### config.mk
export PLATFORM = sky130hd
export DESIGN_NAME = dcacd_top
export DESIGN_NICKNAME = d
export VERILOG_FILES = /design/src/verilog/dcacd_pkg.sv /design/src/verilog/dcacd_wave_gen.sv /design/src/verilog/dcacd_pin_map.sv /design/src/verilog/dcacd_top.sv
export SDC_FILE = /design/constraint.sdc
export NUM_CORES = 2
export LEC_CHECK = 0
export BUFFER_PORTS_ARGS = -buffer_cell sky130_fd_sc_hd__clkbuf_2
export CAP_MARGIN = 20
export CORE_ASPECT_RATIO = 0.75
export CORE_MARGIN = 2
export CORE_UTILIZATION = 60
export CTS_BUF_LIST = sky130_fd_sc_hd__clkbuf_16
export CTS_CLUSTER_DIAMETER = 40
export DETAILED_ROUTE_END_ITERATION = 12
export MAX_ROUTING_LAYER = met4
export PLACE_DENSITY_LB_ADDON = 0.2
export SYNTH_ARGS = -nofsm -noshare
export SYNTH_HDL_FRONTEND = slang
export SYNTH_SLANG_ARGS = --single-unit
### constraint.sdc
create_clock -name mclk -period 73.2 [get_ports mclk]
set_input_delay 7.32 -clock mclk [delete_from_list [all_inputs] [get_ports mclk]]
set_output_delay 7.32 -clock mclk [all_outputs]
set_load 0.02 [all_outputs]
### src/verilog/dcacd_pkg.sv
// Constants, register map and types of the panel auxiliary command decoder
package dcacd_pkg;
  // Wishbone byte offsets
  localparam logic [7:0] ADR_CMD    = 8'h00;
  localparam logic [7:0] ADR_PARAM  = 8'h04;
  localparam logic [7:0] ADR_STATUS = 8'h08;
  localparam logic [7:0] ADR_PINS   = 8'h0c;

  // Command codes
  localparam logic [7:0] CMD_SLEEP_IN    = 8'h10;
  localparam logic [7:0] CMD_SLEEP_OUT   = 8'h11;
  localparam logic [7:0] CMD_PCONF_SET   = 8'hb8;
  localparam logic [7:0] CMD_PCONF_GET   = 8'hb9;
  localparam logic [7:0] CMD_PVAL_SET    = 8'hba;
  localparam logic [7:0] CMD_PIN_STATUS  = 8'hbb;
  localparam logic [7:0] CMD_POST_SET    = 8'hbc;
  localparam logic [7:0] CMD_POST_GET    = 8'hbd;
  localparam logic [7:0] CMD_PWM_SET     = 8'hbe;
  localparam logic [7:0] CMD_PWM_GET     = 8'hbf;
  localparam logic [4:0] CMD_GEN_HI      = 5'h18;
  localparam logic [4:0] CMD_MAP_HI      = 5'h19;
  localparam logic [7:0] CMD_ABC_SET     = 8'hd0;
  localparam logic [7:0] CMD_ABC_GET     = 8'hd1;
  localparam logic [7:0] CMD_TH_SET      = 8'hd4;
  localparam logic [7:0] CMD_TH_GET      = 8'hd5;
  localparam logic [7:0] CMD_PLL_START   = 8'he0;
  localparam logic [7:0] CMD_PLL_SET     = 8'he2;
  localparam logic [7:0] CMD_PLL_GET     = 8'he3;
  localparam logic [7:0] CMD_PLL_STATUS  = 8'he4;
  localparam logic [7:0] CMD_DEEP_SLEEP  = 8'he5;
  localparam logic [7:0] CMD_PCLK_SET    = 8'he6;
  localparam logic [7:0] CMD_PCLK_GET    = 8'he7;
  localparam logic [7:0] CMD_PIXIF_SET   = 8'hf0;
  localparam logic [7:0] CMD_PIXIF_GET   = 8'hf1;

  // Parameter store: slots of eight bytes
  localparam int         NUM_PINS   = 4;
  localparam int         NUM_GENS   = 4;
  localparam int         NUM_SLOTS  = 18;
  localparam int         SLOT_BYTES = 8;
  localparam int         MEM_BYTES  = NUM_SLOTS * SLOT_BYTES;
  localparam logic [4:0] SLOT_PCONF = 5'd0;
  localparam logic [4:0] SLOT_PVAL  = 5'd1;
  localparam logic [4:0] SLOT_POST  = 5'd2;
  localparam logic [4:0] SLOT_PWM   = 5'd3;
  localparam logic [4:0] SLOT_GEN0  = 5'd4;
  localparam logic [4:0] SLOT_MAP0  = 5'd8;
  localparam logic [4:0] SLOT_ABC   = 5'd12;
  localparam logic [4:0] SLOT_TH    = 5'd13;
  localparam logic [4:0] SLOT_PLL   = 5'd14;
  localparam logic [4:0] SLOT_PCLK  = 5'd15;
  localparam logic [4:0] SLOT_PIXIF = 5'd16;
  localparam logic [4:0] SLOT_START = 5'd17;

  // Byte positions inside the store
  localparam int MA_PIN_PANEL = 0;
  localparam int MA_PIN_DIR   = 1;
  localparam int MA_PIN_VAL   = 8;
  localparam int MA_PWM_DIV   = 24;
  localparam int MA_PWM_DUTY  = 25;
  localparam int MA_PWM_EN    = 26;
  localparam int MA_GEN0      = 32;
  localparam int MA_MAP0      = 64;
  localparam int MA_PIX_FMT   = 128;
  localparam int MA_START     = 136;
  // Field offsets within a waveform generator slot
  localparam int GEN_PER_LO  = 0;
  localparam int GEN_PER_HI  = 1;
  localparam int GEN_RISE_LO = 2;
  localparam int GEN_RISE_HI = 3;
  localparam int GEN_FALL_LO = 4;
  localparam int GEN_FALL_HI = 5;
  localparam int GEN_MODE    = 6;
  localparam int GEN_W       = 12;
  localparam int GEN_MODE_EN  = 0;
  localparam int GEN_MODE_TOG = 1;
  // Pin logic map slot: byte 0 truth table, byte 1 operand selects
  localparam int MAP_CODE = 0;
  localparam int MAP_SEL  = 1;
  // Start byte bits
  localparam int START_EN   = 0;
  localparam int START_LOCK = 1;
  // Host pixel format that carries 5-6-5 words
  localparam logic [2:0] PIX_FMT_565 = 3'h3;

  // Reset values
  localparam logic [7:0]  RST_BYTE  = 8'h00;
  localparam logic        RST_SLEEP = 1'b0;
  localparam logic [17:0] RST_RGB   = 18'h00000;

  typedef enum logic [2:0] {
    PH_IDLE = 3'b001,
    PH_SET  = 3'b010,
    PH_GET  = 3'b100
  } dcacd_phase_t;
endpackage

### src/verilog/dcacd_wave_gen.sv
// Periodic waveform generator with rise, fall and toggle mode
`timescale 1ns/1ps
`default_nettype none
module dcacd_wave_gen (
  input  wire logic                      mclk,
  input  wire logic                      rst_n,
  input  wire logic [dcacd_pkg::GEN_W-1:0] period,
  input  wire logic [dcacd_pkg::GEN_W-1:0] rise,
  input  wire logic [dcacd_pkg::GEN_W-1:0] fall,
  input  wire logic [1:0]                mode,
  output logic                           wave
);
  logic [dcacd_pkg::GEN_W-1:0] cnt_r;
  logic [dcacd_pkg::GEN_W-1:0] cnt_nxt;
  wire                         at_end = (cnt_r >= period);

  assign cnt_nxt = at_end ? '0 : cnt_r + 1'b1;

  // Disabled generator parks low so a mapped pin sees a stable operand
  always_ff @(posedge mclk or negedge rst_n) begin
    if (!rst_n) begin
      cnt_r <= '0;
      wave  <= 1'b0;
    end else if (!mode[dcacd_pkg::GEN_MODE_EN]) begin
      cnt_r <= '0;
      wave  <= 1'b0;
    end else begin
      cnt_r <= cnt_nxt;
      if (mode[dcacd_pkg::GEN_MODE_TOG]) begin
        if (cnt_r == rise) begin
          wave <= ~wave;
        end
      end else begin
        wave <= (cnt_r >= rise) && (cnt_r < fall);
      end
    end
  end
endmodule // dcacd_wave_gen
`default_nettype wire

### src/verilog/dcacd_pin_map.sv
// Three-operand raster operation over the generator outputs
`timescale 1ns/1ps
`default_nettype none
module dcacd_pin_map (
  input  wire logic       mclk,
  input  wire logic       rst_n,
  input  wire logic [3:0] gens,
  input  wire logic [7:0] code,
  input  wire logic [7:0] sel,
  output logic            pin
);
  wire op_a = gens[sel[1:0]];
  wire op_b = gens[sel[3:2]];
  wire op_c = gens[sel[5:4]];
  wire res  = code[{op_a, op_b, op_c}];

  always_ff @(posedge mclk or negedge rst_n) begin
    if (!rst_n) begin
      pin <= 1'b0;
    end else begin
      pin <= res;
    end
  end
endmodule // dcacd_pin_map
`default_nettype wire

### src/verilog/dcacd_top.sv
// Panel auxiliary command decoder with Wishbone register access
// Functional notes
// - Pin config: panel pins follow generators, others direction
// - Pin config read returns configuration in force
// - Pin value write sets levels of output pins
// - Pin status: inputs show live level, others programmed
// - Post-processor and PWM set/get each decoded
// - Four waveform generators, each with own set
// - Each generator has matching settings read
// - Per-pin three-operand raster op over generators
// - Raster map write ignored on plain pins
// - Per-pin raster map read returns programmed map
// - Adaptive backlight configuration set and read
// - Backlight threshold levels set and read
// - Crystal clock until PLL start sets both enable and lock bits, then PLL
// - PLL multiplier/divider set and read back
// - PLL status read returns live lock state
// - Pixel clock frequency set and read back
// - Host pixel format set and read back
// - Sleep commands drive pin zero only unconfigured
`timescale 1ns/1ps
`default_nettype none
module dcacd_top (
  input  wire logic        mclk,
  input  wire logic        rst_b,
  input  wire logic        wb_cyc_i,
  input  wire logic        wb_stb_i,
  input  wire logic        wb_we_i,
  input  wire logic [7:0]  wb_adr_i,
  input  wire logic [3:0]  wb_sel_i,
  input  wire logic [31:0] wb_dat_i,
  output logic      [31:0] wb_dat_o,
  output logic             wb_ack_o,
  input  wire logic [3:0]  pin_in,
  output logic      [3:0]  pin_out,
  output logic      [3:0]  pin_oe,
  input  wire logic        pll_lock,
  output logic             pll_en,
  output logic             sys_clk_pll,
  output logic             deep_sleep,
  output logic             bl_pwm,
  input  wire logic [17:0] host_pix,
  input  wire logic        host_pix_vld,
  output logic      [17:0] panel_rgb
);
  // Reset release through two flops; assertion stays asynchronous
  logic rst_meta_r;
  logic rst_n;
  always_ff @(posedge mclk or negedge rst_b) begin
    if (!rst_b) begin
      rst_meta_r <= 1'b0;
      rst_n      <= 1'b0;
    end else begin
      rst_meta_r <= 1'b1;
      rst_n      <= rst_meta_r;
    end
  end

  // Pin and lock inputs come from outside: two flops first
  logic [3:0] pin_meta_r;
  logic [3:0] pin_sync_r;
  logic       lock_meta_r;
  logic       lock_sync_r;
  always_ff @(posedge mclk or negedge rst_n) begin
    if (!rst_n) begin
      pin_meta_r  <= '0;
      pin_sync_r  <= '0;
      lock_meta_r <= 1'b0;
      lock_sync_r <= 1'b0;
    end else begin
      pin_meta_r  <= pin_in;
      pin_sync_r  <= pin_meta_r;
      lock_meta_r <= pll_lock;
      lock_sync_r <= lock_meta_r;
    end
  end

  // Bus decode
  logic                  ack_r;
  logic [31:0]           dat_r;
  logic [7:0]            cmd_r;
  logic [4:0]            slot_r;
  logic [3:0]            idx_r;
  dcacd_pkg::dcacd_phase_t phase_r;
  logic [7:0]            mem_r [dcacd_pkg::MEM_BYTES];

  wire       req       = wb_cyc_i & wb_stb_i & ~ack_r;
  wire       wr        = req & wb_we_i & wb_sel_i[0];
  wire       rd        = req & ~wb_we_i;
  wire [7:0] off       = {wb_adr_i[7:2], 2'b00};
  wire       hit_cmd   = (off == dcacd_pkg::ADR_CMD);
  wire       hit_param = (off == dcacd_pkg::ADR_PARAM);
  wire       hit_stat  = (off == dcacd_pkg::ADR_STATUS);
  wire       hit_pins  = (off == dcacd_pkg::ADR_PINS);
  wire [7:0] wbyte     = wb_dat_i[7:0];
  wire       cmd_wr    = wr & hit_cmd;
  wire       room      = ~idx_r[3];

  // Command to {valid, is_get, slot}
  function automatic logic [6:0] cmd_dec(input logic [7:0] c);
    logic [6:0] d;
    d = '0;
    case (c)
      dcacd_pkg::CMD_PCONF_SET:  d = {2'b10, dcacd_pkg::SLOT_PCONF};
      dcacd_pkg::CMD_PCONF_GET:  d = {2'b11, dcacd_pkg::SLOT_PCONF};
      dcacd_pkg::CMD_PVAL_SET:   d = {2'b10, dcacd_pkg::SLOT_PVAL};
      dcacd_pkg::CMD_PIN_STATUS: d = {2'b11, dcacd_pkg::SLOT_PVAL};
      dcacd_pkg::CMD_POST_SET:   d = {2'b10, dcacd_pkg::SLOT_POST};
      dcacd_pkg::CMD_POST_GET:   d = {2'b11, dcacd_pkg::SLOT_POST};
      dcacd_pkg::CMD_PWM_SET:    d = {2'b10, dcacd_pkg::SLOT_PWM};
      dcacd_pkg::CMD_PWM_GET:    d = {2'b11, dcacd_pkg::SLOT_PWM};
      dcacd_pkg::CMD_ABC_SET:    d = {2'b10, dcacd_pkg::SLOT_ABC};
      dcacd_pkg::CMD_ABC_GET:    d = {2'b11, dcacd_pkg::SLOT_ABC};
      dcacd_pkg::CMD_TH_SET:     d = {2'b10, dcacd_pkg::SLOT_TH};
      dcacd_pkg::CMD_TH_GET:     d = {2'b11, dcacd_pkg::SLOT_TH};
      dcacd_pkg::CMD_PLL_START:  d = {2'b10, dcacd_pkg::SLOT_START};
      dcacd_pkg::CMD_PLL_SET:    d = {2'b10, dcacd_pkg::SLOT_PLL};
      dcacd_pkg::CMD_PLL_GET:    d = {2'b11, dcacd_pkg::SLOT_PLL};
      dcacd_pkg::CMD_PLL_STATUS: d = {2'b11, dcacd_pkg::SLOT_START};
      dcacd_pkg::CMD_PCLK_SET:   d = {2'b10, dcacd_pkg::SLOT_PCLK};
      dcacd_pkg::CMD_PCLK_GET:   d = {2'b11, dcacd_pkg::SLOT_PCLK};
      dcacd_pkg::CMD_PIXIF_SET:  d = {2'b10, dcacd_pkg::SLOT_PIXIF};
      dcacd_pkg::CMD_PIXIF_GET:  d = {2'b11, dcacd_pkg::SLOT_PIXIF};
      default: begin
        if (c[7:3] == dcacd_pkg::CMD_GEN_HI) begin
          d = {1'b1, c[0], dcacd_pkg::SLOT_GEN0 + {3'b000, c[2:1]}};
        end else if (c[7:3] == dcacd_pkg::CMD_MAP_HI) begin
          d = {1'b1, c[0], dcacd_pkg::SLOT_MAP0 + {3'b000, c[2:1]}};
        end
      end
    endcase
    return d;
  endfunction

  wire [6:0] dec       = cmd_dec(wbyte);
  wire [7:0] maddr     = {slot_r, idx_r[2:0]};
  wire [3:0] panel_msk = mem_r[dcacd_pkg::MA_PIN_PANEL][3:0];
  wire [3:0] dir_msk   = mem_r[dcacd_pkg::MA_PIN_DIR][3:0];
  wire [3:0] val_msk   = mem_r[dcacd_pkg::MA_PIN_VAL][3:0];
  wire       is_map    = (slot_r[4:2] == 3'b010);
  wire       map_block = is_map & ~panel_msk[slot_r[1:0]];
  wire       pset      = wr & hit_param & (phase_r == dcacd_pkg::PH_SET)
                         & room & ~map_block;
  wire       pget      = rd & hit_param & (phase_r == dcacd_pkg::PH_GET)
                         & room;
  wire       start_wr  = pset & (slot_r == dcacd_pkg::SLOT_START);

  // Command phase and byte index
  always_ff @(posedge mclk or negedge rst_n) begin
    if (!rst_n) begin
      cmd_r   <= dcacd_pkg::RST_BYTE;
      slot_r  <= '0;
      idx_r   <= '0;
      phase_r <= dcacd_pkg::PH_IDLE;
    end else if (cmd_wr) begin
      cmd_r  <= wbyte;
      slot_r <= dec[4:0];
      idx_r  <= '0;
      case ({dec[6], dec[5]})
        2'b10:   phase_r <= dcacd_pkg::PH_SET;
        2'b11:   phase_r <= dcacd_pkg::PH_GET;
        default: phase_r <= dcacd_pkg::PH_IDLE;
      endcase
    end else if (pset || pget) begin
      idx_r <= idx_r + 4'h1;
    end
  end

  // Parameter store; a get reads back what the set left, except byte 0 of pin status and PLL status
  always_ff @(posedge mclk or negedge rst_n) begin
    if (!rst_n) begin
      for (int i = 0; i < dcacd_pkg::MEM_BYTES; i++) begin
        mem_r[i] <= dcacd_pkg::RST_BYTE;
      end
    end else if (pset) begin
      mem_r[maddr] <= wbyte;
    end
  end

  // Pin zero stays under sleep control until pins are configured
  logic conf_done_r;
  logic sleep_lvl_r;
  always_ff @(posedge mclk or negedge rst_n) begin
    if (!rst_n) begin
      conf_done_r <= 1'b0;
      sleep_lvl_r <= dcacd_pkg::RST_SLEEP;
    end else begin
      if (pset && slot_r == dcacd_pkg::SLOT_PCONF) begin
        conf_done_r <= 1'b1;
      end
      if (cmd_wr && !conf_done_r) begin
        if (wbyte == dcacd_pkg::CMD_SLEEP_IN) begin
          sleep_lvl_r <= 1'b0;
        end else if (wbyte == dcacd_pkg::CMD_SLEEP_OUT) begin
          sleep_lvl_r <= 1'b1;
        end
      end
    end
  end

  // Clocking and sleep state
  always_ff @(posedge mclk or negedge rst_n) begin
    if (!rst_n) begin
      pll_en      <= 1'b0;
      sys_clk_pll <= 1'b0;
      deep_sleep  <= 1'b0;
    end else begin
      if (start_wr && idx_r == 4'h0) begin
        pll_en      <= wbyte[dcacd_pkg::START_EN];
        sys_clk_pll <= wbyte[dcacd_pkg::START_EN]
                       & wbyte[dcacd_pkg::START_LOCK];
      end
      if (cmd_wr) begin
        deep_sleep <= (wbyte == dcacd_pkg::CMD_DEEP_SLEEP);
      end
    end
  end

  // Waveform generators and per-pin maps
  logic [3:0] gen_o;
  logic [3:0] map_o;
  for (genvar g = 0; g < dcacd_pkg::NUM_GENS; g++) begin : g_gen
    localparam int B = dcacd_pkg::MA_GEN0 + g * dcacd_pkg::SLOT_BYTES;
    localparam int M = dcacd_pkg::MA_MAP0 + g * dcacd_pkg::SLOT_BYTES;
    dcacd_wave_gen u_gen (
      .mclk   (mclk),
      .rst_n  (rst_n),
      .period ({mem_r[B + dcacd_pkg::GEN_PER_HI][3:0],
                mem_r[B + dcacd_pkg::GEN_PER_LO]}),
      .rise   ({mem_r[B + dcacd_pkg::GEN_RISE_HI][3:0],
                mem_r[B + dcacd_pkg::GEN_RISE_LO]}),
      .fall   ({mem_r[B + dcacd_pkg::GEN_FALL_HI][3:0],
                mem_r[B + dcacd_pkg::GEN_FALL_LO]}),
      .mode   (mem_r[B + dcacd_pkg::GEN_MODE][1:0]),
      .wave   (gen_o[g])
    );
    dcacd_pin_map u_map (
      .mclk (mclk),
      .rst_n(rst_n),
      .gens (gen_o),
      .code (mem_r[M + dcacd_pkg::MAP_CODE]),
      .sel  (mem_r[M + dcacd_pkg::MAP_SEL]),
      .pin  (map_o[g])
    );
  end

  // Backlight PWM reuses the generator: high from zero to duty
  logic pwm_wave;
  dcacd_wave_gen u_pwm (
    .mclk   (mclk),
    .rst_n  (rst_n),
    .period ({4'h0, mem_r[dcacd_pkg::MA_PWM_DIV]}),
    .rise   ('0),
    .fall   ({4'h0, mem_r[dcacd_pkg::MA_PWM_DUTY]}),
    .mode   ({1'b0, mem_r[dcacd_pkg::MA_PWM_EN][0]}),
    .wave   (pwm_wave)
  );

  // Pin drive
  logic [3:0] pin_nxt;
  logic [3:0] oe_nxt;
  always_comb begin
    for (int i = 0; i < dcacd_pkg::NUM_PINS; i++) begin
      pin_nxt[i] = panel_msk[i] ? map_o[i] : val_msk[i];
      oe_nxt[i]  = panel_msk[i] | dir_msk[i];
    end
    if (!conf_done_r) begin
      pin_nxt[0] = sleep_lvl_r;
      oe_nxt[0]  = 1'b1;
    end
  end

  always_ff @(posedge mclk or negedge rst_n) begin
    if (!rst_n) begin
      pin_out <= '0;
      pin_oe  <= '0;
      bl_pwm  <= 1'b0;
    end else begin
      pin_out <= pin_nxt;
      pin_oe  <= oe_nxt;
      bl_pwm  <= pwm_wave;
    end
  end

  // Host pixel to panel colour; 5-bit fields replicate their MSB
  wire [2:0]  pix_fmt = mem_r[dcacd_pkg::MA_PIX_FMT][2:0];
  wire [17:0] rgb_565 = {host_pix[15:11], host_pix[15],
                         host_pix[10:5],
                         host_pix[4:0], host_pix[4]};
  wire [17:0] rgb_nxt = (pix_fmt == dcacd_pkg::PIX_FMT_565) ?
                        rgb_565 : host_pix;
  always_ff @(posedge mclk or negedge rst_n) begin
    if (!rst_n) begin
      panel_rgb <= dcacd_pkg::RST_RGB;
    end else if (host_pix_vld) begin
      panel_rgb <= rgb_nxt;
    end
  end

  // Answer bytes
  logic [3:0] stat_msk;
  always_comb begin
    for (int i = 0; i < dcacd_pkg::NUM_PINS; i++) begin
      stat_msk[i] = (~panel_msk[i] & ~dir_msk[i]) ?
                    pin_sync_r[i] : val_msk[i];
    end
  end

  wire first   = (idx_r == 4'h0);
  wire is_pst  = (cmd_r == dcacd_pkg::CMD_PIN_STATUS) & first;
  wire is_lst  = (cmd_r == dcacd_pkg::CMD_PLL_STATUS) & first;
  wire [7:0] resp = is_pst ? {4'h0, stat_msk} :
                    is_lst ? {7'h00, lock_sync_r} :
                    mem_r[maddr];
  wire [7:0] pbyte = (phase_r == dcacd_pkg::PH_GET && room) ?
                     resp : dcacd_pkg::RST_BYTE;
  wire [31:0] stat_w = {20'h00000, phase_r, idx_r, deep_sleep,
                        sys_clk_pll, pll_en, lock_sync_r,
                        conf_done_r};
  wire [31:0] pins_w = {20'h00000, pin_oe, pin_out, pin_sync_r};
  wire [31:0] rd_w   = hit_cmd   ? {24'h000000, cmd_r} :
                       hit_param ? {24'h000000, pbyte} :
                       hit_stat  ? stat_w :
                       hit_pins  ? pins_w : 32'h00000000;

  // Single-wait classic slave: ack one cycle after the strobe
  always_ff @(posedge mclk or negedge rst_n) begin
    if (!rst_n) begin
      ack_r <= 1'b0;
      dat_r <= '0;
    end else begin
      ack_r <= req;
      if (rd) begin
        dat_r <= rd_w;
      end
    end
  end

  assign wb_ack_o = ack_r;
  assign wb_dat_o = dat_r;
endmodule // dcacd_top
`default_nettype wire

==> impl_metrics.toml <==
[sta]
rsz0062_at_grt = "no"
tns_ps = 0
finalHoldViolations = 0
slew_violations = 0
post-route-worst-setup-slack_ps = 62650
tightest_slew_ps = 1221
fin_crit_ps = 10550
worst_clock_skew_ps = 32.86
relSlewSlack_pct = 18.58
fmax_mhz = 94.79
min_period_over_period_pct = 14.41
setup_viol = 0

[place]
place_congestion = 0.9767
port_buffers = 86
dp_hpwl_mm = 111.7
place_ws_ps = 61980
place_area_um2 = 66180

[logic_synthesis]
netlist-cell-type-count = 83
yosys_warnings = 0
synth_flop_cell = "dfrtp_1"
syn_area_um2 = 64630
yosysTopAreaCell = "dfrtp_1"
synth_cells = 4554
synth_edf_count = 0
seq_area_frac_synth_pct = 50.26
avgSynthCellArea_um2 = 14.19
ys_ff_latch = 1298
yosysTopAreaCellShare_pct = 50.22
synth-async-reset-ratio_pct = 100.0
synthTopCellsByArea = "dfrtp_1, mux2_2, mux4_2"

[route]
drc = 0
drtIter0Drc = 3727
ant_nets = 0
vias = 39848
wl_mm = 172.2
wl_per_cell_um = 28.07
via_per_inst = 6.495
dr.pass1.iters = 8

[layout]
utilization_pct = 66.70
drive_gt1_share_pct = 43.08
final_nets = 4814
syn2layout_area_growth_pct = 10.54
design_area_um2 = 71430

[min_path]
holdPathStages = 0
hold_class = "register to register"
hold_start = "u_pwm.wave"

[worst_setup_path]
arrival_ps = 11200
crit_path_start = "wb_adr_i[7]"
r2r_start = "idx_r[1]"
cp.required_ps = 73850
reg2regPathDepth = 11
start_kind = "input pin"
critical_path_class = "input pin to register"
critPathMaxFanout = 16
end_kind = "register"

[clock_network]
path_clk_slew_ps = 50
holdBufCountCts = 0
root_buffer = "clkbuf_16"
ctsResizeCount = 0
cts_buffer_depth = 3
htree_levels = 4
postCtsSetupBuffers = 0
cts_tree = "done"
cts_num_sinks = 1298
clock_latency_ps = 790
numCtsBuffers = 154

[run_status]
status = "complete, no violations"

[grt]
grt_max_degree = 175
gr-total-overflow = 0
grt_usage_pct = 33.02
grt_pass1_wl_mm = 264.2
grt_pass1_vias = 40203
antenna_found_initial = 5

[die]
start_util_pct = 60.35
core_um2 = 107100
io_pins = 136
std_cell_rows = 104
fp.dieW_um = 383.0
die_y_um = 288.2
die_area_um2 = 110400

[job]
maxCapViolCount = 0

[power_and_ir_drop]
total_power_mw = 1.546
irDropWorstVdd_mv = 0.02528
power_density_nw_per_um2 = 21.65
power_leakage_nw = 34.17
power breakdown:
| group | leakage, nW | switching, mW | internal [mW] |
|---|---|---|---|
| logic | 13.7 | 0.0346 | 0.00545 |
| clock network | 2.59 | 0.321 | 0.464 |
| registers | 17.8 | 0.00252 | 0.719 |
| total | 34.2 | 0.358 | 1.19 |
logic make-up (layout without fill, tap and decap cells):
kind of cell | Yosys count | in the layout | share of synthesized area (%)
flops | 1298 | 1298 | 50.26
compound gates | 431 | 431 | 4.325
buf+inv | 475 | 600 | 3.100
xor+xnor | 53 | 53 | 0.7183
other cells | 2 | 27 | 0.01162
simple gates | 575 | 575 | 6.159
mux | 1556 | 1556 | 32.25
fa+ha+maj | 164 | 164 | 3.175
cell usage after synthesis (all sizes together), types with 4 or more instances:
library cell  instances
a21boi                4
xnor2                13
dfrtp              1297
o21a                  9
or2                   8
o211ai               12
mux2i               119
a21o                 46
mux2               1129
nor2                226
nor4                  7
and3                 10
a21oi               146
nand4                25
and2                  6
o22ai                 5
o2111ai               6
nand2b               30
ha                  164
a22oi                58
nand3                60
o311ai                6
a31oi                 9
a211oi               26
mux4                308
xor2                 40
nand2               138
nor2b                26
inv                 170
or3                   8
nor3                 17
a2111oi               7
clkbuf              199
buf                 105
a221oi                8
o21ai                58
a22o                 10
final timing paths:
| path | end | slack (ps) |
|---|---|---|
| setup reg to reg | wb_dat_o[3] | 67480 |
| hold / removal | bl_pwm | 350 |
| min in group asynchronous | g_gen[1].u_gen.cnt_r[1] | 400 |
| hold reg to reg | bl_pwm | 350 |
| max in group asynchronous | rst_n | 66760 |
| setup / recovery | mem_r[753] | 62650 |
cell type report:
type,count,area (um^2)
timing repair buffer,149,1018
inverter,171,641.9
antenna,3,7.507
tap,1431,1790
clock buffer,163,4079
fill,7567,35660
multi-input combinational,2803,30250
clock inverter,117,1145
sequential,1298,32500
critical path: stages:
cell,delay [ps]
clkbuf_2,70
or4_1,740
nor4_4,330
o311ai_2,310
nor3_4,480
nand3_4,620
nor2_2,880
mux2_2,410
metrics by stage:
| stage | hold slack, ps | cells |
|---|---|---|
| after floorplan | 331.2 | 4576 |
| after global placement | 333.1 | 5850 |
| after detailed placement | 334.7 | 5850 |
| after CTS | 346.9 | 6130 |
| after global routing | 352.9 | 6134 |
| final | 345.7 | 6135 |
layer usage:
metal	GRT usage (%)	part of all wire, %
met1	48.47	45
met2	45.14	43
met3	7.548	8.6
met4	11.91	3.7
met5	-	0
registers in the layout, indices dropped and copies added (netlist names), 3 cells and up:
name	flops
g_gen.u_gen.wave	4
pin_sync_r	4
dir_msk	4
g_gen.u_gen.cnt_r	48
wb_dat_o	12
g_gen.u_map.pin	4
mem_r	1148
cmd_r	8
idx_r	4
slot_r	5
phase_r	3
pin_out	4
u_pwm.cnt_r	12
pin_oe	4
panel_rgb	18
pin_meta_r	4
cell usage in the layout, fill, tap and decap left out, drive strengths merged, types with 12 or more instances in the layout:
| master | Yosys | layout |
|---|---|---|
| mux2i | 119 | 119 |
| nor2 | 226 | 226 |
| xnor2 | 13 | 13 |
| mux2 | 1129 | 1129 |
| nand4 | 25 | 25 |
| dfrtp | 1297 | 1297 |
| clkinvlp | 0 | 15 |
| a211oi | 26 | 26 |
| bufinv | 0 | 16 |
| nor3 | 17 | 17 |
| mux4 | 308 | 308 |
| clkinv | 1 | 54 |
| o211ai | 12 | 12 |
| nand2 | 138 | 138 |
| conb | 2 | 24 |
| inv | 170 | 203 |
| clkbuf | 199 | 241 |
| xor2 | 40 | 40 |
| ha | 164 | 164 |
| nand2b | 30 | 30 |
| a21o | 46 | 46 |
| a22oi | 58 | 58 |
| buf | 105 | 71 |
| o21ai | 58 | 58 |
| nand3 | 60 | 60 |
| nor2b | 26 | 26 |
| a21oi | 146 | 146 |
(Power assumes the default switching activity.)
